File: src/logic/nic_pkg.sv
package nic_pkg;
   localparam int NSRC = 14;
   localparam int EXT_FIRST = 2;
   localparam int EXT_LINES = 4;
   localparam logic [7:0] OFS_ISPR0 = 8'h00;
   localparam logic [7:0] OFS_ISPR3 = 8'h0C;
   localparam logic [7:0] OFS_EN = 8'h10;
   localparam logic [7:0] OFS_PINEN = 8'h14;
   localparam logic [7:0] OFS_LVL = 8'h18;
   localparam logic [7:0] OFS_STAT = 8'h1C;
   localparam logic [7:0] OFS_CTRL = 8'h20;
   localparam logic [7:0] ISPR_RST = 8'hFF;
   localparam logic [7:0] ISPR3_RO = 8'hF0;
   localparam logic [13:0] EN_RST = 14'h0000;
   localparam logic CTRL_RISE_RST = 1'b1;
   localparam logic [1:0] LVL0 = 2'b10;
   localparam logic [1:0] LVL1 = 2'b01;
   localparam logic [1:0] LVL2 = 2'b00;
   localparam logic [1:0] LVL3 = 2'b11;
   localparam int LVL_HI_POS = 5;
   localparam int LVL_LO_POS = 3;
   localparam logic [15:0] VEC_RESET = 16'hFFFE;
   localparam logic [15:0] VEC_TRAP = 16'hFFFC;
   localparam logic [15:0] VEC_SRC0 = 16'hFFFA;
   localparam logic [13:0] HALT_CAP_DEF = 14'h21BF;
   localparam logic [13:0] EXT_MASK = 14'h003C;
   localparam logic [3:0] TLI_IDX = 4'h0;

   typedef enum logic [3:0] {
      ST_RST = 4'b0001,
      ST_IDLE = 4'b0010,
      ST_STACK = 4'b0100,
      ST_VECT = 4'b1000
   } nic_state_e;

   typedef struct packed {
      logic boundary;
      logic push_done;
      logic trap;
      logic enable_irq_instr;
      logic sim;
      logic wait_for_irq_instr;
      logic halt;
      logic return_from_irq;
      logic [1:0] return_from_irq_lvl;
   } nic_core_cmd_s;

   typedef struct packed {
      logic push;
      logic vec_load;
      logic [15:0] vec;
      logic [1:0] level;
      logic wake;
   } nic_core_rsp_s;
endpackage

File: src/logic/nic_ctrl.sv
`timescale 1ns/1ps
// Summary of operation
// [RQ1] entry starts only at an instruction boundary reported by the core
// [RQ2] context push is requested and completed before the vector loads
// [RQ3] on entry the level takes the serviced vector's stored priority
// [RQ4] vector address is presented with the load pulse after stacking
// [RQ5] return restores the level popped by the core
// [RQ6] level bits sit at 5 and 3: 10,01,00,11 for levels 0..3
// [RQ7] highest software priority pending request wins
// [RQ8] ties go to the lowest source index, the highest hardware priority
// [RQ9] pin requests stay latched until they win; peripheral ones drop with flag or enable
// [RQ10] reset, trap and top pin rank above all and ignore level 3
// [RQ11] non-maskable entries skip the level check and set level 3
// [RQ12] reset and halt-capable sources can end halt; trap cannot
// [RQ13] trap is taken like the top pin; top pin may preempt a trap routine
// [RQ14] reset vector loads first after reset at level 3
// [RQ15] maskable needs enable and priority strictly above current level
// [RQ16] top pin raises its request on the selected edge
// [RQ17] software must not trap inside the top pin routine
// [RQ18] external edge requests latch and clear on routine entry
// [RQ19] enabled pins of one external line are ORed
// [RQ20] peripheral request needs both flag and enable
// [RQ21] peripheral clear sequence drops a waiting request
// [RQ22] any source wakes from wait; only halt-capable ones from halt
// [RQ23] first service after halt wake must be halt-capable
// [RQ24] priority fields reset to ones; writing level 0 keeps old field
// [RQ25] enable instruction loads 10, disable instruction loads 11
// [RQ26] arbitration is combinational from latches and level
// [RQ27] all vectors at level 3 gives concurrent mode, lower allows nesting
module nic_ctrl #(
   parameter int PINS_PER_LINE = 2,
   parameter logic [13:0] HALT_CAP = nic_pkg::HALT_CAP_DEF
) (
   input wire logic ref_clk,
   input wire logic resetn,
   input wire logic psel,
   input wire logic penable,
   input wire logic pwrite,
   input wire logic [7:0] paddr,
   input wire logic [31:0] pwdata,
   output logic [31:0] prdata,
   output logic pready,
   output logic pslverr,
   input wire logic tli_pin,
   input wire logic [nic_pkg::EXT_LINES*PINS_PER_LINE-1:0] ext_pin,
   input wire logic [13:0] periph_flag,
   input wire logic [13:0] periph_clr,
   input wire nic_pkg::nic_core_cmd_s core_cmd,
   output nic_pkg::nic_core_rsp_s core_rsp
);
   localparam int NPIN = nic_pkg::EXT_LINES * PINS_PER_LINE;

   function automatic logic [1:0] lvl_num(input logic [1:0] p);
      case (p)
         nic_pkg::LVL0: lvl_num = 2'h0;
         nic_pkg::LVL1: lvl_num = 2'h1;
         nic_pkg::LVL2: lvl_num = 2'h2;
         default: lvl_num = 2'h3;
      endcase
   endfunction

   function automatic logic [1:0] fld(input logic [3:0][7:0] r, input logic [3:0] i);
      fld = r[i[3:2]][{i[1:0], 1'b0} +: 2];
   endfunction

   // level-0 pattern is not storable: field keeps its old value
   function automatic logic [7:0] ispr_wr(input logic [7:0] o, input logic [7:0] n);
      logic [7:0] r;
      r = n;
      for (int f = 0; f < 4; f++) begin
         if (n[2*f +: 2] == nic_pkg::LVL0) begin
            r[2*f +: 2] = o[2*f +: 2];
         end
      end
      ispr_wr = r;
   endfunction

   nic_pkg::nic_state_e st_ff, nxt_st;
   logic [3:0][7:0] ispr_ff;
   logic [13:0] en_ff;
   logic [NPIN-1:0] pin_en_ff;
   logic tli_rise_ff;
   logic [1:0] level_ff, nxt_level;
   logic [13:0] pend_ff, nxt_pend;
   logic trap_ff;
   logic wait_ff, halt_ff, hfirst_ff, wake_ff;
   logic [3:0] sel_idx_ff;
   logic sel_trap_ff, sel_rst_ff;
   logic push_ff, vec_load_ff;
   logic [15:0] vec_ff;
   logic tli_s1_ff, tli_s2_ff, tli_d_ff;
   logic [NPIN-1:0] ext_s1_ff, ext_s2_ff;
   logic [nic_pkg::EXT_LINES-1:0] line_d_ff;
   logic [13:0] pq_d_ff;
   logic pready_ff, pslverr_ff;
   logic [31:0] prdata_ff;

   // apb decode
   wire acc = psel & penable;
   wire setup_acc = acc & ~pready_ff;
   wire wr_fire = acc & pready_ff & pwrite;
   wire hit_isp = (paddr[7:4] == 4'h0) & (paddr[1:0] == 2'b00);
   wire hit_en = paddr == nic_pkg::OFS_EN;
   wire hit_pin = paddr == nic_pkg::OFS_PINEN;
   wire hit_lvl = paddr == nic_pkg::OFS_LVL;
   wire hit_stat = paddr == nic_pkg::OFS_STAT;
   wire hit_ctrl = paddr == nic_pkg::OFS_CTRL;
   wire hit_any = hit_isp | hit_en | hit_pin | hit_lvl | hit_stat | hit_ctrl;
   wire [1:0] isp_sel = paddr[3:2];
   wire [31:0] lvl_word = {24'h0, 2'b00, level_ff[1], 1'b0, level_ff[0], 3'b000}; // RQ6
   wire [31:0] stat_word = {10'h0, st_ff, wait_ff, halt_ff, hfirst_ff, trap_ff, pend_ff};
   wire [31:0] rd_mux = hit_isp ? {24'h0, ispr_ff[isp_sel]} :
                        hit_en ? {18'h0, en_ff} :
                        hit_pin ? 32'(pin_en_ff) :
                        hit_lvl ? lvl_word :
                        hit_stat ? stat_word :
                        hit_ctrl ? {31'h0, tli_rise_ff} : 32'h0;

   // source conditioning
   wire tli_edge = tli_rise_ff ? (tli_s2_ff & ~tli_d_ff) : (~tli_s2_ff & tli_d_ff); // RQ16
   wire [nic_pkg::EXT_LINES-1:0] line_now;
   genvar g;
   for (g = 0; g < nic_pkg::EXT_LINES; g++) begin : g_line
      assign line_now[g] = |(ext_s2_ff[g*PINS_PER_LINE +: PINS_PER_LINE]
                             & pin_en_ff[g*PINS_PER_LINE +: PINS_PER_LINE]); // RQ19
   end
   wire [13:0] pq = periph_flag & en_ff; // RQ20

   // arbitration over latched requests
   logic win_ok;
   logic [3:0] win_idx;
   logic [13:0] elig;
   always_comb begin
      logic [2:0] best;
      logic [2:0] sc;
      best = 3'h0;
      sc = 3'h0;
      win_ok = 1'b0;
      win_idx = 4'h0;
      elig = 14'h0;
      for (int i = 0; i < nic_pkg::NSRC; i++) begin
         if (i == 0) begin
            elig[i] = pend_ff[i] & en_ff[i]; // RQ10
            sc = 3'h4;
         end else begin
            elig[i] = pend_ff[i] & en_ff[i]
                      & (lvl_num(fld(ispr_ff, 4'(i))) > lvl_num(level_ff)); // RQ15 RQ27
            sc = {1'b0, lvl_num(fld(ispr_ff, 4'(i)))};
         end
         if (hfirst_ff & ~HALT_CAP[i]) begin
            elig[i] = 1'b0; // RQ23
         end
         // strict compare keeps the lower index on ties
         if (elig[i] & (~win_ok | (sc > best))) begin // RQ7 RQ8
            win_ok = 1'b1;
            win_idx = 4'(i);
            best = sc;
         end
      end
   end // RQ26

   wire asleep = wait_ff | halt_ff;
   wire go = (st_ff == nic_pkg::ST_IDLE) & core_cmd.boundary & ~asleep
             & (trap_ff | win_ok); // RQ1 RQ9
   wire push_end = (st_ff == nic_pkg::ST_STACK) & core_cmd.push_done;
   wire load_now = push_end | (st_ff == nic_pkg::ST_RST);
   wire vect_now = (st_ff == nic_pkg::ST_VECT) & ~sel_trap_ff & ~sel_rst_ff;
   wire [13:0] wake_src = pend_ff & en_ff;
   wire wake_now = (wait_ff & (|wake_src)) | (halt_ff & (|(wake_src & HALT_CAP))); // RQ22
   wire [1:0] ent_level = (sel_trap_ff | (sel_idx_ff == nic_pkg::TLI_IDX))
                          ? nic_pkg::LVL3 : fld(ispr_ff, sel_idx_ff); // RQ3 RQ11
   wire [15:0] ent_vec = (st_ff == nic_pkg::ST_RST) ? nic_pkg::VEC_RESET :
                         sel_trap_ff ? nic_pkg::VEC_TRAP :
                         nic_pkg::VEC_SRC0 - {11'h000, sel_idx_ff, 1'b0}; // RQ4 RQ14

   always_comb begin
      nxt_st = st_ff;
      case (st_ff)
         nic_pkg::ST_RST: nxt_st = nic_pkg::ST_VECT; // RQ14
         nic_pkg::ST_IDLE: if (go) nxt_st = nic_pkg::ST_STACK;
         nic_pkg::ST_STACK: if (core_cmd.push_done) nxt_st = nic_pkg::ST_VECT; // RQ2
         nic_pkg::ST_VECT: nxt_st = nic_pkg::ST_IDLE;
         default: nxt_st = nic_pkg::ST_IDLE;
      endcase
   end

   always_comb begin
      if (load_now) begin
         nxt_level = (st_ff == nic_pkg::ST_RST) ? nic_pkg::LVL3 : ent_level; // RQ3
      end else if (core_cmd.return_from_irq) begin
         nxt_level = core_cmd.return_from_irq_lvl; // RQ5
      end else if (core_cmd.enable_irq_instr | core_cmd.wait_for_irq_instr | core_cmd.halt) begin
         nxt_level = nic_pkg::LVL0; // RQ25
      end else if (core_cmd.sim) begin
         nxt_level = nic_pkg::LVL3; // RQ25
      end else if (wr_fire & hit_lvl) begin
         nxt_level = {pwdata[nic_pkg::LVL_HI_POS], pwdata[nic_pkg::LVL_LO_POS]};
      end else begin
         nxt_level = level_ff;
      end
   end

   // set always wins over any clear in the same cycle
   always_comb begin
      logic set;
      logic clr;
      set = 1'b0;
      clr = 1'b0;
      nxt_pend = pend_ff;
      for (int i = 0; i < nic_pkg::NSRC; i++) begin
         if (i == 0) begin
            set = tli_edge;
            clr = vect_now & (sel_idx_ff == 4'(i));
         end else if (nic_pkg::EXT_MASK[i]) begin
            set = line_now[i-nic_pkg::EXT_FIRST] & ~line_d_ff[i-nic_pkg::EXT_FIRST];
            clr = vect_now & (sel_idx_ff == 4'(i)); // RQ18
         end else begin
            set = pq[i] & ~pq_d_ff[i];
            clr = periph_clr[i] | ~pq[i]; // RQ21
         end
         nxt_pend[i] = set | (pend_ff[i] & ~clr);
      end
   end

   always_ff @(posedge ref_clk or negedge resetn) begin
      if (!resetn) begin
         tli_s1_ff <= 1'b0;
         tli_s2_ff <= 1'b0;
         tli_d_ff <= 1'b0;
         ext_s1_ff <= '0;
         ext_s2_ff <= '0;
         line_d_ff <= '0;
         pq_d_ff <= 14'h0000;
      end else begin
         tli_s1_ff <= tli_pin;
         tli_s2_ff <= tli_s1_ff;
         tli_d_ff <= tli_s2_ff;
         ext_s1_ff <= ext_pin;
         ext_s2_ff <= ext_s1_ff;
         line_d_ff <= line_now;
         pq_d_ff <= pq;
      end
   end

   always_ff @(posedge ref_clk or negedge resetn) begin
      if (!resetn) begin
         pready_ff <= 1'b0;
         pslverr_ff <= 1'b0;
         prdata_ff <= 32'h0;
      end else begin
         pready_ff <= setup_acc;
         pslverr_ff <= setup_acc & ~hit_any;
         prdata_ff <= setup_acc ? rd_mux : 32'h0;
      end
   end

   always_ff @(posedge ref_clk or negedge resetn) begin
      if (!resetn) begin
         ispr_ff <= {4{nic_pkg::ISPR_RST}}; // RQ24
         en_ff <= nic_pkg::EN_RST;
         pin_en_ff <= '0;
         tli_rise_ff <= nic_pkg::CTRL_RISE_RST;
      end else if (wr_fire) begin
         if (hit_isp) begin
            ispr_ff[isp_sel] <= ispr_wr(ispr_ff[isp_sel], pwdata[7:0]) // RQ24
                                | ((isp_sel == 2'h3) ? nic_pkg::ISPR3_RO : 8'h00);
         end else if (hit_en) begin
            en_ff <= pwdata[13:0];
         end else if (hit_pin) begin
            pin_en_ff <= pwdata[NPIN-1:0];
         end else if (hit_ctrl) begin
            tli_rise_ff <= pwdata[0];
         end
      end
   end

   always_ff @(posedge ref_clk or negedge resetn) begin
      if (!resetn) begin
         st_ff <= nic_pkg::ST_RST;
         level_ff <= nic_pkg::LVL3; // RQ14
         pend_ff <= 14'h0000;
         trap_ff <= 1'b0;
         sel_idx_ff <= 4'h0;
         sel_trap_ff <= 1'b0;
         sel_rst_ff <= 1'b1;
         push_ff <= 1'b0;
         vec_load_ff <= 1'b0;
         vec_ff <= 16'h0000;
      end else begin
         st_ff <= nxt_st;
         level_ff <= nxt_level;
         pend_ff <= nxt_pend;
         trap_ff <= core_cmd.trap | (trap_ff & ~go); // RQ13
         if (go) begin
            sel_idx_ff <= win_idx;
            sel_trap_ff <= trap_ff; // RQ10
            sel_rst_ff <= 1'b0;
         end
         push_ff <= go | (push_ff & ~core_cmd.push_done); // RQ2
         vec_load_ff <= load_now;
         if (load_now) begin
            vec_ff <= ent_vec;
         end
      end
   end

   // halt and wait tracking; reset itself leaves halt through the async clear
   always_ff @(posedge ref_clk or negedge resetn) begin
      if (!resetn) begin
         wait_ff <= 1'b0;
         halt_ff <= 1'b0;
         hfirst_ff <= 1'b0;
         wake_ff <= 1'b0;
      end else begin
         wait_ff <= (wait_ff & ~wake_now) | core_cmd.wait_for_irq_instr;
         halt_ff <= (halt_ff & ~wake_now) | core_cmd.halt; // RQ12 RQ22
         wake_ff <= wake_now;
         if (halt_ff & wake_now) begin
            hfirst_ff <= 1'b1; // RQ23
         end else if (st_ff == nic_pkg::ST_VECT) begin
            hfirst_ff <= 1'b0;
         end
      end
   end

   assign prdata = prdata_ff;
   assign pready = pready_ff;
   assign pslverr = pslverr_ff;
   assign core_rsp = {push_ff, vec_load_ff, vec_ff, level_ff, wake_ff};

   a_push_at_boundary: assert property (@(posedge ref_clk) disable iff (!resetn) // RQ1
      $rose(push_ff) |-> $past(core_cmd.boundary))
      else $error("push started off an instruction boundary");

   a_stack_then_vec: assert property (@(posedge ref_clk) disable iff (!resetn) // RQ2
      push_ff && core_cmd.push_done |=> vec_load_ff && !push_ff)
      else $error("vector not loaded right after stacking");

   a_entry_level: assert property (@(posedge ref_clk) disable iff (!resetn) // RQ3
      push_end && !sel_trap_ff && sel_idx_ff != 4'h0
      |=> level_ff == fld(ispr_ff, sel_idx_ff))
      else $error("entry level differs from stored priority");

   a_nmi_level3: assert property (@(posedge ref_clk) disable iff (!resetn) // RQ11
      vec_load_ff && (sel_trap_ff || sel_idx_ff == 4'h0 || sel_rst_ff)
      |-> level_ff == nic_pkg::LVL3)
      else $error("non-maskable entry not at level 3");

   a_return_from_irq_restore: assert property (@(posedge ref_clk) disable iff (!resetn) // RQ5
      core_cmd.return_from_irq && !load_now |=> level_ff == $past(core_cmd.return_from_irq_lvl))
      else $error("return did not restore level");

   a_rim_sim: assert property (@(posedge ref_clk) disable iff (!resetn) // RQ25
      !load_now && !core_cmd.return_from_irq && core_cmd.sim && !core_cmd.enable_irq_instr
      && !core_cmd.wait_for_irq_instr && !core_cmd.halt |=> level_ff == nic_pkg::LVL3)
      else $error("disable instruction did not load level 3");

   a_mask_strict: assert property (@(posedge ref_clk) disable iff (!resetn) // RQ15
      go && !trap_ff && win_idx != 4'h0
      |-> lvl_num(fld(ispr_ff, win_idx)) > lvl_num(level_ff) && en_ff[win_idx])
      else $error("maskable taken without enable or priority");

   a_halt_first: assert property (@(posedge ref_clk) disable iff (!resetn) // RQ23
      go && hfirst_ff && !trap_ff |-> HALT_CAP[win_idx])
      else $error("first service after halt is not halt-capable");

   a_ispr_keep: assert property (@(posedge ref_clk) disable iff (!resetn) // RQ24
      wr_fire && hit_isp && pwdata[1:0] == nic_pkg::LVL0
      |=> ispr_ff[$past(isp_sel)][1:0] == $past(ispr_ff[isp_sel][1:0]))
      else $error("level 0 pattern was stored");

   a_reset_vector: assert property (@(posedge ref_clk) disable iff (!resetn) // RQ14
      st_ff == nic_pkg::ST_RST |=> vec_load_ff && vec_ff == nic_pkg::VEC_RESET && !push_ff)
      else $error("reset vector not loaded without stacking");
endmodule

File: config.mk
export PLATFORM = sky130hd
export DESIGN_NAME = nic_ctrl
export DESIGN_NICKNAME = d
export VERILOG_FILES = /design/src/logic/nic_pkg.sv /design/src/logic/nic_ctrl.sv
export SDC_FILE = /design/constraint.sdc
export NUM_CORES = 1
export LEC_CHECK = 0
export BUFFER_PORTS_ARGS = -buffer_cell sky130_fd_sc_hd__buf_4
export CAP_MARGIN = 20
export CORE_ASPECT_RATIO = 1.4
export CORE_MARGIN = 4
export CORE_UTILIZATION = 59
export CTS_BUF_LIST = sky130_fd_sc_hd__clkbuf_4 sky130_fd_sc_hd__clkbuf_8
export DETAILED_ROUTE_END_ITERATION = 10
export PLACE_DENSITY = 0.83
export SLEW_MARGIN = 40
export SYNTH_ARGS = -nofsm -noshare
export SYNTH_HDL_FRONTEND = slang
export SYNTH_SLANG_ARGS = --single-unit
File: constraint.sdc
create_clock -name ref_clk -period 19.8 [get_ports ref_clk]
set_input_delay 3.96 -clock ref_clk [delete_from_list [all_inputs] [get_ports ref_clk]]
set_output_delay 3.96 -clock ref_clk [all_outputs]
set_load 0.05 [all_outputs]
Word level (Yosys, flattened, before mapping):

Cells that the tools add are included.

* mux-type cells: 101
* reductions and logical operators: 31
* eq/ne operators: 48
* add/subtract/negate cells: 1
* shift-type cells: 1
* bitwise operators: 215
* magnitude comparators: 29

Operators by type and width (count)
* 2-to-1 mux 22 bit: 6
* AND 1 bit: 94
* case mux 2 bit (3 select lines): 14
* NOT 1 bit: 62
* 2-to-1 mux 4 bit: 14
* bitwise OR 1 bit: 52
* greater-than comparator 2 x 3 -> 1 bit: 13
* 2-to-1 mux 3 bit: 13
* equality test 2 bit, second input constant: 19
* 2-to-1 mux 2 bit: 19
* binary-select mux 8 bit (select 2 bit): 2
* bitwise mux 32 bit: 1
* equality test 8 x 5 -> 1 bit, second input constant: 4
* 2-to-1 mux 16 bit: 2
* 2-to-1 mux 8 bit: 4
* logical NOT 2 bit: 15
* AND 14 bit: 2
* equality test 2 x 1 -> 1 bit, second input constant: 14
* greater-than comparator 2 bit: 13
* 2-to-1 mux 1 bit: 24
* demux 8 bit (select 2 bit): 1
* OR reduction 14 bit: 1
* equality test 4 x 2 -> 1 bit, second input constant: 3
* equality test 4 x 3 -> 1 bit, second input constant: 3
* other kinds (21): 31

* bits of input ports: 92
* register bits: 165
* logic and storage cells: 457
* output and inout bits: 55

Depth between registers and ports, before layout:

Gate-level depths: netlist of the first run.

* depth after elaboration: 59
* depth in mapped cells: 90

Least setup slack after synthesis of the first run:

Ideal clock, no wire load.

* path kind: reg2reg
* start: reg level_ff[1]
* end: reg sel_idx_ff[1]
* arrival time: 15.220 ns
* cell stages (with the launch flop): 77
* setup slack: 4.459 ns
* buffers on the path: 0
* library setup time: 0.122 ns
* cells stage by stage: dfstp_2 inv_1 ha_1 or2_2 ha_1 nand2_1 o2111a_1 nand3_1 ha_1 nand2b_1 a221oi_4 a211oi_2 a32oi_1 ha_1 nor2b_1 o211ai_1 o31a_1 nor3_1 [41 not listed] and2_1 ha_1 nor2b_1 o21ai_0 a21o_1 nor2_1 a31oi_1 inv_1 ha_1 nor2b_1 o21ai_0 o21ai_0 nand2_1 mux2i_1 ha_1 a2111oi_0 nor3_1 a32o_1

* word-level cells in the longest chain between the ends: 56
* elaborated cells on any way between the ends: 123

RTL lines
* start: declaration: line nic_ctrl.sv:83 `logic [1:0] level_ff, nxt_level;`
* start signal: assignment: line nic_ctrl.sv:280 `level_ff <= nic_pkg::LVL3;`
* start signal: assignment: line nic_ctrl.sv:291 `level_ff <= nxt_level;`
* equality test 2 x 1 -> 1 bit, or another cell as far along: line nic_ctrl.sv:54 `case (p)`
* case mux 2 bit (3 select lines) (*): line nic_ctrl.sv:54
* greater-than comparator 2 bit: line nic_ctrl.sv:147 `& (lvl_num(fld(ispr_ff, 4'(i))) > lvl_num(level_ff));`
* AND 1 bit: line nic_ctrl.sv:147
* AND 1 bit: line nic_ctrl.sv:154 `if (elig[i] & (~win_ok | (sc > best))) begin`
* 2-to-1 mux 3 bit or 2-to-1 mux 1 bit (tied branches): line nic_ctrl.sv:154
* greater-than comparator 2 x 3 -> 1 bit or NOT 1 bit (tied branches): line nic_ctrl.sv:154
* bitwise OR 1 bit: line nic_ctrl.sv:154
* [40 not listed]
* AND 1 bit: line nic_ctrl.sv:154
* 2-to-1 mux 3 bit or 2-to-1 mux 1 bit (tied branches): line nic_ctrl.sv:154
* greater-than comparator 2 x 3 -> 1 bit or NOT 1 bit (tied branches): line nic_ctrl.sv:154
* bitwise OR 1 bit: line nic_ctrl.sv:154
* AND 1 bit: line nic_ctrl.sv:154
* 2-to-1 mux 1 bit: line nic_ctrl.sv:154
* bitwise OR 1 bit: line nic_ctrl.sv:164 `& (trap_ff | win_ok);`
* AND 1 bit: line nic_ctrl.sv:164
* end signal: assignment: line nic_ctrl.sv:295 `sel_idx_ff <= win_idx;`
* end: declaration: line nic_ctrl.sv:87 `logic [3:0] sel_idx_ff;`

Mark *: on every way between the ends. The rest lies on a longest branch, timed or not.
A chain may end at the register's enable or synchronous reset.

Worst setup path after layout of the first run:

* start: reg level_ff[1]
* end: reg sel_idx_ff[2]

The elaborated chain is that of the path after synthesis.

==> metrics.md, run 1 <==
| Metric | Value |
|---|---|
| R2r setup slk | 1.68 ns |
| Largest family of logic cells by synthesized area | compound AO/OA/AOI/OAI gates |
| Setup Slack @ Placement | 2.07 ns |
| Highest clock rate | 55.2 MHz |
| Hold Path Cell Cnt | 0 |
| Crit share post-route | 91.5% |
| Crit-path most repeated cell | ha_1 |
| Clk_lat worst skew | 0.46 ns |
| Synthesized instance count | 816 |
| Num rows | 52 |
| DR vias | 6,921 |
| Crit end category | flop |
| Hold crit path type | reg -> reg |
| Cts repair resizes | 0 |
| GPL Wtd Cong | 0.927 |
| CP max stage cell | a2111oi_1 |
| Design area | 0.0101 mm² |
| IO Pins | 147 |
| Worst Skew | 0.0153 ns |
| Post-Syn Area | 0.00879 mm² |
| Top delay family on crit path | compound AO/OA/AOI/OAI gates |
| Hold Path Sink | tli_s2_ff |
| Root buffer cell | clkbuf_8 |
| # hold bufs at CTS | 0 |
| Setup Fix Bufs, Post-CTS | 0 |
| Simple-gate area share of the yosys netlist | 15.2% |
| Synth top cells by count | 113 x dfrtp_1, 79 x ha_1, 67 x nand2_1, 57 x nor2_1, 41 x mux2_2 |
| Post-Synth XOR/XNOR Area | 0.199% |
| Yosys cell types | 84 |
| Mean post-synth cell area | 10.8 µm² |
| CP Max Fanout | 13 |
| First-pass GRT wire length | 36,400 µm |
| Final WS setup | 1.68 ns |
| Router iterations before antenna repair | 5 |
| Worst Tran Pin Value | 0.746 ns |
| Largest net degree at the start of global routing | 83 |
| Worst VDD drop | 0.0516 mV |
| Drc violations | 0 |
| Number of global-route vias before repair | 7,044 |
| Chip width | 111 µm |
| Filler cell count | 1,151 |
| Drt via density | 6.20 |
| Adder-cell share of the synthesized area | 11.2% |
| Worst-path clk slew | 0.10 ns |
| Average routed wire per standard cell | 20.4 µm |
| Num CTS Buffers | 17 |
| CTS tree | built |
| Max Slew Vio Count | 0 |
| Die extent in y | 152 µm |
| RSZ-0062 raised after global routing | no |
| Yosys reg bits | 150 |
| Compound-gate portion of the synthesized area | 15.2% |
| GRT Total Usage | 27.1% |
| Fin Setup TNS | 0 ns |
| PD cells | 63.0 mW/mm² |
| Setup Viol. Count Final | 0 |
| Post-synth top area cell | dfrtp_1 |
| Worst Path Arrival | 18.49 ns |
| Area growth syn-to-layout | 14.3% |
| Lkg Pwr | 4.64 nW |
| Synth top area cells | dfrtp_1 32%, ha_1 11%, dfstp_2 11%, mux2_2 5.2%, mux4_2 4.4% |
| Initial Util | 60.3% |
| CP Launch Type | flop |
| Initial antenna violation count | 0 |
| Critical path class | reg -> reg |
| Detail Route Antenna Nets | 0 |
| Crit path time final | 18.12 ns |
| MaxCap Viol Count | 0 |
| R2R cell count | 76 |
| Post-synthesis mux area share | 10.3% |
| Antenna cells | 0 |
| Hold Path Origin | tli_s1_ff |
| H-Tree Depth | 4 |
| Clock tree buffer depth | 2 |
| CP peak stage delay | 0.62 ns |
| Seq/Total Area, Yosys | 43.2% |
| EDFF count, synth | 0 |
| Critical Path RT | 20.17 ns |
| Post-synth top area share | 32.2% |
| Final #Nets | 1,085 |
| Synth Flop Type | dfrtp_1 |
| Port Buffer Count | 107 |
| RR Startpoint | level_ff[1] |
| DP Area | 0.00965 mm² |
| Final HPWL DP | 17,100 µm |
| Ratio of cells with drive above 1 in the final layout | 28.9% |
| Hold Vio Cnt, Final | 0 |
| Synth Warn # | 0 |
| Die ar. | 0.0170 mm² |
| Routed wire length | 22,700 µm |
| Count leader, synth | dfrtp_1 |
| Core area | 0.0146 mm² |
| Status | finished clean |
| Tot Pwr | 0.000634 W |
| FFs w/ async S/R, synth | 100% |
| Slew headroom | 50.0% |
| Worst path buffer plus inverter count | 3 |
| Total grt overflow | 0 |
| Initial DRC Count | 514 |
| Worst R2R End | sel_idx_ff[2] |
| Num Clock Sinks | 150 |
[worst register-to-register path: cells and delay by family (launching register included)]
kind | cells | cell delay (ns)
adders and majority gates | 14 | 3.90
buffers and inverters | 3 | 0.28
AOI/OAI and AO/OA | 39 | 9.28
and+or+nand+nor | 19 | 3.66
muxes | 1 | 0.33
DFF | 1 | 0.58
[kinds of logic after synthesis]
| kind of cell | count (synthesis) |
|---|---|
| AOI/OAI and AO/OA | 186 |
| xor gates and xnor gates | 2 |
| adders and majority gates | 79 |
| buffers and inverters | 77 |
| DFF | 150 |
| muxes | 63 |
| other | 1 |
| and+or+nand+nor | 258 |
[metrics by stage]
stage               std cells  hold slack [ns]  utilization, %
finish                   1116            0.351            69.0
floorplan                 827            0.331               -
global placement         1084            0.332            66.0
CTS                      1116            0.359            69.0
detailed placement       1084            0.336            66.2
global route             1116            0.367            69.0
[worst max path at each step]
| stage | start | to | cells after the start |
|---|---|---|---|
| global placement | level_ff[1] | sel_idx_ff[1] | 76 |
| CTS | level_ff[1] | sel_idx_ff[2] | 76 |
| global route | level_ff[1] | sel_idx_ff[2] | 77 |
| finish | level_ff[1] | sel_idx_ff[2] | 76 |
| floorplan | level_ff[1] | sel_idx_ff[1] | 76 |
| detailed placement | level_ff[1] | sel_idx_ff[2] | 76 |
[final cells by class]
| type | count | area [µm²] | area share (%) |
|---|---|---|---|
| inverter | 36 | 135 | 1.34 |
| multi-input combinational | 600 | 4650 | 46.2 |
| clock inverter | 14 | 165 | 1.64 |
| sequential | 150 | 3800 | 37.8 |
| tap | 189 | 236 | 2.35 |
| clock buffer | 18 | 241 | 2.40 |
| timing repair buffer | 109 | 826 | 8.21 |
[flip-flops by register name (all words and copies together), names as in the netlist, 2 cells and up]
signal	flops
ext_s1_ff	8
line_d_ff	4
ispr_ff	32
en_ff	14
level_ff	2
sel_idx_ff	4
pend_ff	14
pq_d_ff	9
st_ff	4
vec_ff	6
ext_s2_ff	8
prdata	22
pin_en_ff	8
[layer usage]
layer | share of wire (%) | wire, µm | vias up | GRT usage (%)
met5 | 0 | 0 | - | 0
met4 | 4.4 | 999 | 0 | 13.3
met3 | 5.6 | 1270 | 74 | 5.16
met2 | 53 | 12000 | 266 | 47.5
met1 | 37 | 8480 | 3442 | 31.6
li1 | - | - | 3139 | -
[layout by cell type (no fill, tap or decap), drive strengths merged, types with 11 or more instances in the layout]
cell,n
a21o,11
a21oi,39
and2,23
buf,109
clkbuf,18
conb,12
dfrtp,113
dfstp,37
ha,79
inv,42
mux2,43
mux4,17
nand2,67
nand2b,26
nor2,58
nor2b,24
nor3,13
o21ai,38
[power breakdown]
| part | total [W] | internal (W) | switching (W) |
|---|---|---|---|
| logic | 0.0000696 | 0.0000255 | 0.0000441 |
| clock network | 0.000247 | 0.000117 | 0.000130 |
| registers | 0.000317 | 0.000312 | 0.00000478 |
Note: power is estimated with default switching activity, not from simulation.
==> inputs of run 2 (changes only) <==
--- a/config.mk
+++ b/config.mk
@@ -5,6 +5,7 @@
 export SDC_FILE = /design/constraint.sdc
 export NUM_CORES = 1
 export LEC_CHECK = 0
+export ABC_AREA = 1
 export BUFFER_PORTS_ARGS = -buffer_cell sky130_fd_sc_hd__buf_4
 export CAP_MARGIN = 20
 export CORE_ASPECT_RATIO = 1.4
==> run 2 against run 1 <==
Effect of this change:
- synthesized area about the same
- register-to-register slack better by 3.5 ns
- non-clock buffer count shrank 1
- fmax is 24% higher
- critical endpoint is now sel_idx_ff[1]
==> metrics.md, run 2 <==
| Metric | Value |
|---|---|
| Synth top cells by count | 221 x nand2_1, 178 x inv_1, 113 x dfrtp_1, 79 x ha_1, 79 x o21ai_0 |
| Tot Pwr | 0.000638 W |
| Critical path class | reg -> reg |
| Final #Nets | 1,339 |
| Worst Path Arrival | 15.02 ns |
| Final Non-Filler Cells | 1,370 |
| Setup Viol. Count Final | 0 |
| Chip width | 111 µm |
| Highest clock rate | 68.4 MHz |
| Leading cell type in the layout, fill and taps excluded | nand2_1 |
| Fin Setup TNS | 0 ns |
| First-pass GRT wire length | 37,500 µm |
| Post-synthesis mux area share | 0.769% |
| Initial Util | 60.6% |
| # hold bufs at CTS | 0 |
| MaxCap Viol Count | 0 |
| CP max stage cell | dfstp_2 |
| RR Startpoint | level_ff[1] |
| RSZ-0062 raised after global routing | no |
| EDFF count, synth | 0 |
| Drc violations | 0 |
| Initial antenna violation count | 0 |
| Largest register FFs | 32 |
| Worst Skew | 0.0163 ns |
| Compound-gate portion of the synthesized area | 14.3% |
| FFs w/ async S/R, synth | 100% |
| Final HPWL DP | 18,300 µm |
| Crit path from | level_ff[1] |
| Critical Path RT | 20.19 ns |
| Synth top area cells | dfrtp_1 32%, ha_1 11%, dfstp_2 11%, nand2_1 9.4%, inv_1 7.6% |
| Final WS setup | 5.17 ns |
| Largest family of logic cells by synthesized area | simple AND/OR/NAND/NOR gates |
| Total grt overflow | 0 |
| Yosys cell types | 49 |
| Largest net degree at the start of global routing | 77 |
| Synth Flop Type | dfrtp_1 |
| Router iterations before antenna repair | 5 |
| Post-synth top area cell | dfrtp_1 |
| Area growth syn-to-layout | 14.4% |
| Lkg Pwr | 5.21 nW |
| Initial DRC Count | 482 |
| Average routed wire per standard cell | 16.9 µm |
| GRT Total Usage | 27.7% |
| IO Pins | 147 |
| Design area | 0.0101 mm² |
| Placed Cells | 1,338 |
| Post-synth top area share | 32.2% |
| Num CTS Buffers | 17 |
| Crit end category | flop |
| Count leader, synth | nand2_1 |
| Mean post-synth cell area | 8.26 µm² |
| Max Slew Vio Count | 0 |
| CP peak stage delay | 0.58 ns |
| Commonest non-fill, non-tap cells in the layout | 221 x nand2_1, 178 x inv_1, 113 x dfrtp_1 |
| Hold crit path type | reg -> reg |
| Status | finished clean |
| Worst Tran Pin Value | 0.821 ns |
| Slew headroom | 45.1% |
| Core area | 0.0145 mm² |
| Synth Warn # | 0 |
| CTS tree | built |
| Worst VDD drop | 0.0651 mV |
| Die extent in y | 152 µm |
| DP Area | 0.00967 mm² |
| Crit path time final | 14.63 ns |
| Port Buffer Count | 107 |
| Drt via density | 5.57 |
| Clk_lat worst skew | 0.46 ns |
| Biggest register | ispr_ff |
| Cts repair resizes | 0 |
| Worst-path clk slew | 0.09 ns |
| Num rows | 52 |
| Ratio of cells with drive above 1 in the final layout | 18.5% |
| Crit share post-route | 73.9% |
| Synthesized instance count | 1,064 |
| DR vias | 7,631 |
| Die ar. | 0.0169 mm² |
| Setup Fix Bufs, Post-CTS | 0 |
| CP Max Fanout | 13 |
| Post-Syn Area | 0.00879 mm² |
| Yosys reg bits | 150 |
| Root buffer cell | clkbuf_8 |
| Hold Path Origin | ext_s1_ff[4] |
| Seq/Total Area, Yosys | 43.2% |
| Detail Route Antenna Nets | 0 |
| Post-Synth XOR/XNOR Area | 0.0997% |
| Hold Vio Cnt, Final | 0 |
| Crit-path most repeated cell | nand2_1 |
| Clock tree buffer depth | 2 |
| Setup Slack @ Placement | 5.26 ns |
| H-Tree Depth | 4 |
| Routed wire length | 23,200 µm |
| Antenna cells | 0 |
| Simple-gate area share of the yosys netlist | 19.9% |
| Adder-cell share of the synthesized area | 11.3% |
| PD cells | 63.5 mW/mm² |
| Filler cell count | 1,155 |
| Num Clock Sinks | 150 |
| GPL Wtd Cong | 0.925 |
| CP Launch Type | flop |
| Number of global-route vias before repair | 7,601 |
[run 2: cell count changes in the layout (fill, tap and decap cells not counted), moves of 12 or more]
| cell | previous run | this run |
|---|---|---|
| nor2_1 | 56 | 74 |
| nand2_1 | 67 | 221 |
| nor2b_1 | 24 | 0 |
| o22ai_1 | 1 | 14 |
| nand3_1 | 10 | 36 |
| inv_1 | 36 | 178 |
| mux2_2 | 41 | 6 |
| and2_1 | 22 | 10 |
| mux4_2 | 17 | 0 |
| a21oi_1 | 39 | 52 |
| nand2b_1 | 26 | 0 |
| o21ai_0 | 34 | 79 |
[run 2: layout make-up]
class                   count  area [µm²]  share of cell area (%)
repair buffers            108         818                    8.14
flip-flops and latches    150        3800                    37.8
clock buffers              17         234                    2.33
well taps                 189         236                    2.35
clock inverters            15         149                    1.48
multi-input cells         707        4130                    41.0
inverters                 184         691                    6.87
[run 2: where the power goes]
| part | switching, W | internal, W | leakage [nW] |
|---|---|---|---|
| combinational | 0.0000592 | 0.0000305 | 3.16 |
| clock | 0.000135 | 0.0000948 | 0.197 |
| sequential | 0.00000514 | 0.000313 | 1.86 |
| total | 0.000200 | 0.000439 | 5.21 |
[run 2: cells by family after synthesis]
logic type | Yosys count
and+or+nand+nor | 399
buffers and inverters | 218
AOI/OAI and AO/OA | 210
DFF | 150
adders and majority gates | 79
muxes | 6
other | 1
xor gates and xnor gates | 1
[run 2: path summary, 6_finish.rpt]
| kind | to | slack (ns) | cells past startpoint |
|---|---|---|---|
| hold reg to reg | ext_s2_ff[4] | 0.35 | 0 |
| min in group asynchronous | prdata[0] | 3.49 | 1 |
| hold / removal | ext_s2_ff[4] | 0.35 | 0 |
| setup / recovery | sel_idx_ff[1] | 5.17 | 106 |
| max in group asynchronous | vec_ff[1] | 15.18 | 2 |
| setup reg to reg | sel_idx_ff[1] | 5.17 | 106 |
[run 2: per-layer routing]
metal	wire, µm	GRT usage, %	vias to the layer above	part of all wire [%]
met2	11900	48.9	287	51
met3	1300	3.81	78	5.6
met5	0	0	-	0
met1	8800	32.5	3600	38
li1	-	-	3666	-
met4	1190	14.8	0	5.1
[run 2: worst max-delay path: cells and delay by family (launching register included)]
family	cells	cell delay, ns
fa+ha+maj	14	3.85
compound gates	17	2.15
buf+inv	19	1.61
flops	1	0.58
simple gates	56	6.34
[run 2: per-stage QoR]
stage / utilization [%] / hold slack [ns]
finish: 69.3 / 0.354
detailed placement: 66.7 / 0.335
global placement: 66.6 / 0.332
CTS: 69.3 / 0.355
global route: 69.3 / 0.365
floorplan: - / 0.331
==> inputs of run 3 (changes only) <==
--- a/config.mk
+++ b/config.mk
@@ -10,10 +10,10 @@
 export CAP_MARGIN = 20
 export CORE_ASPECT_RATIO = 1.4
 export CORE_MARGIN = 4
-export CORE_UTILIZATION = 59
+export CORE_UTILIZATION = 53
 export CTS_BUF_LIST = sky130_fd_sc_hd__clkbuf_4 sky130_fd_sc_hd__clkbuf_8
 export DETAILED_ROUTE_END_ITERATION = 10
-export PLACE_DENSITY = 0.83
+export PLACE_DENSITY = 0.79
 export SLEW_MARGIN = 40
 export SYNTH_ARGS = -nofsm -noshare
 export SYNTH_HDL_FRONTEND = slang
==> constraint.sdc (replaced) <==
create_clock -name ref_clk -period 12.92 [get_ports ref_clk]
set_input_delay 2.584 -clock ref_clk [delete_from_list [all_inputs] [get_ports ref_clk]]
set_output_delay 2.584 -clock ref_clk [all_outputs]
set_load 0.05 [all_outputs]
==> run 3 against run 2 <==
Effect of this change:
- the run now ends with setup timing left
- sequential cell count unchanged
- global-route usage down 0.23 points
- fmax up 10%
- critical path depth up 1
- critical endpoint unchanged
- register-to-register slack worse by 5.5 ns
- via count up 6.1%
- hold slack worse by 0.00056 ns
- cell count up 8.8%
- setup slack worse by 5.5 ns
- core utilization up 1.2 points
==> metrics.md, run 3 (synthesized netlist as in run 2, its figures left out) <==
| Metric | Value |
|---|---|
| Status | finished, violations left |
| Failing checks | setup timing |
| Leading cell type in the layout, fill and taps excluded | buf_4 |
| Design area | 0.0115 mm² |
| Hold Path Cell Cnt | 0 |
| Initial antenna violation count | 0 |
| RR Startpoint | level_ff[1] |
| H-Tree Depth | 4 |
| Max Slew Vio Count | 0 |
| First-pass GRT wire length | 40,200 µm |
| Reg area | 0.00380 mm² |
| Worst Skew | 0.00961 ns |
| Top delay family on crit path | simple AND/OR/NAND/NOR gates |
| GRT Total Usage | 27.5% |
| CP max stage cell | dfstp_2 |
| Root buffer cell | clkbuf_8 |
| Num Clock Sinks | 150 |
| Worst VDD drop | 0.134 mV |
| Largest register FFs | 32 |
| Most Crowded Layer GR | met2 |
| Setup Slack @ Placement | -0.742 ns |
| Placed Cells | 1,406 |
| Commonest non-fill, non-tap cells in the layout | 209 x buf_4, 198 x nand2_1, 158 x inv_1 |
| Worst path buffer plus inverter count | 31 |
| Router iterations before antenna repair | 5 |
| Number of global-route vias before repair | 8,173 |
| Initial DRC Count | 528 |
| Crit-path most repeated cell | buf_4 |
| Average routed wire per standard cell | 17.3 µm |
| CTS tree | built |
| Final HPWL DP | 18,900 µm |
| Area growth syn-to-layout | 30.4% |
| Worst-path clk slew | 0.09 ns |
| Die extent in y | 160 µm |
| DP Area | 0.0101 mm² |
| CP Launch Type | flop |
| Antenna cells | 0 |
| Lkg Pwr | 5.81 nW |
| IO Pins | 147 |
| Routed wire length | 25,800 µm |
| Crit end category | flop |
| Die ar. | 0.0187 mm² |
| Worst R2R End | sel_idx_ff[1] |
| Final WS setup | -0.363 ns |
| CP Max Fanout | 4 |
| # hold bufs at CTS | 0 |
| Hold Vio Cnt, Final | 0 |
| Chip width | 117 µm |
| Met3 global-route usage | 4.56% |
| RSZ-0062 raised after global routing | yes |
| Hold Slack | 0.353 ns |
| Biggest register | ispr_ff |
| R2R cell count | 107 |
| Initial Util | 54.1% |
| Final Non-Filler Cells | 1,491 |
| Final #Nets | 1,450 |
| Multi-input logic area | 0.00461 mm² |
| Highest clock rate | 75.3 MHz |
| Clk_lat worst skew | 0.46 ns |
| Num rows | 55 |
| Ratio of cells with drive above 1 in the final layout | 33.0% |
| Critical Path RT | 13.26 ns |
| Drc violations | 0 |
| Clock tree buffer depth | 2 |
| MaxCap Viol Count | 0 |
| Met1 global-route usage | 32.0% |
| Crit path time final | 13.28 ns |
| Drt via density | 5.43 |
| Worst Tran Pin Value | 0.857 ns |
| Num CTS Buffers | 17 |
| DR vias | 8,096 |
| Worst Path Arrival | 13.62 ns |
| R2r setup slk | -0.36 ns |
| Crit share post-route | 103% |
| Total grt overflow | 0 |
| Critical path class | reg -> reg |
| Port Buffer Count | 107 |
| Hold crit path type | reg -> reg |
| Setup Viol. Count Final | 4 |
| Met2 usage | 47.6% |
| Hold Path Origin | ext_s1_ff[6] |
| Largest net degree at the start of global routing | 77 |
| PD cells | 89.6 mW/mm² |
| Hold Path Sink | ext_s2_ff[6] |
| Core area | 0.0162 mm² |
| Filler cell count | 1,220 |
| GPL Wtd Cong | 0.930 |
| Detail Route Antenna Nets | 0 |
| Slew headroom | 42.7% |
| CP peak stage delay | 0.54 ns |
| Tot Pwr | 0.00103 W |
==> run 3: cell types whose count changed in the layout (fill, tap and decap cells not counted), moves of 13 or more <==
cell / change
nand2_1: -23
inv_2: +20
ha_4: +17
ha_1: -17
nand2_2: +18
inv_1: -20
nand3_1: -18
nand3_2: +13
buf_4: +103
==> run 3: what timing repair did <==
action | CTS | global route
pin swaps | 33 | 59
endpoints found under the setup margin | 4 | 4
setup buffers | 41 | 13
resized for setup | 57 | 65
gates cloned | 0 | 0
==> run 3: worst reg2reg max path: cells and delay by family, from the launching register on <==
kind / cells / cell delay, ns
AOI/OAI and AO/OA: 15 / 2.01
DFF: 1 / 0.54
adders and majority gates: 12 / 2.84
and+or+nand+nor: 49 / 4.99
buffers and inverters: 31 / 2.76
==> run 3: worst max path at each step <==
stage                 from            end  slack (ns)  cells after the start
3_3_place_gp   level_ff[1]  sel_idx_ff[1]       -0.50                    109
3_5_place_dp   level_ff[1]  sel_idx_ff[1]       -0.74                    108
6_report       level_ff[1]  sel_idx_ff[1]       -0.36                    107
5_1_grt        level_ff[1]  sel_idx_ff[3]       -1.10                    105
4_1_cts        level_ff[1]  sel_idx_ff[3]       -0.24                    105
2_1_floorplan  level_ff[1]  sel_idx_ff[1]        0.02                    106
==> run 3: final cells by class <==
class | instances | share of cell area, %
Clock buffer | 17 | 2.04
Timing Repair Buffer | 219 | 14.7
Clock inverter | 15 | 1.61
Tap cell | 199 | 2.17
Sequential cell | 150 | 33.2
Inverter | 184 | 6.05
Multi-Input combinational cell | 707 | 40.3
==> run 3: power breakdown <==
group | total (W) | switching (W) | internal (W) | leakage, nW
registers | 0.000488 | 0.00000775 | 0.000480 | 1.86
clock network | 0.000383 | 0.000201 | 0.000182 | 0.213
logic | 0.000156 | 0.0000991 | 0.0000568 | 3.74
==> run 3: stage by stage <==
step | setup TNS, ns | util, %
finish | -1.35 | 70.5
floorplan | 0 | -
global placement | -1.92 | 62.3
CTS | -0.841 | 68.2
detailed placement | -2.85 | 62.3
global route | -4.36 | 70.5
==> run 3: per-layer routing <==
layer / vias to the layer above / part of all wire [%]
met4: 0 / 5.2
met5: - / 0
met3: 82 / 4.6
met1: 3822 / 38
met2: 298 / 52
li1: 3894 / -
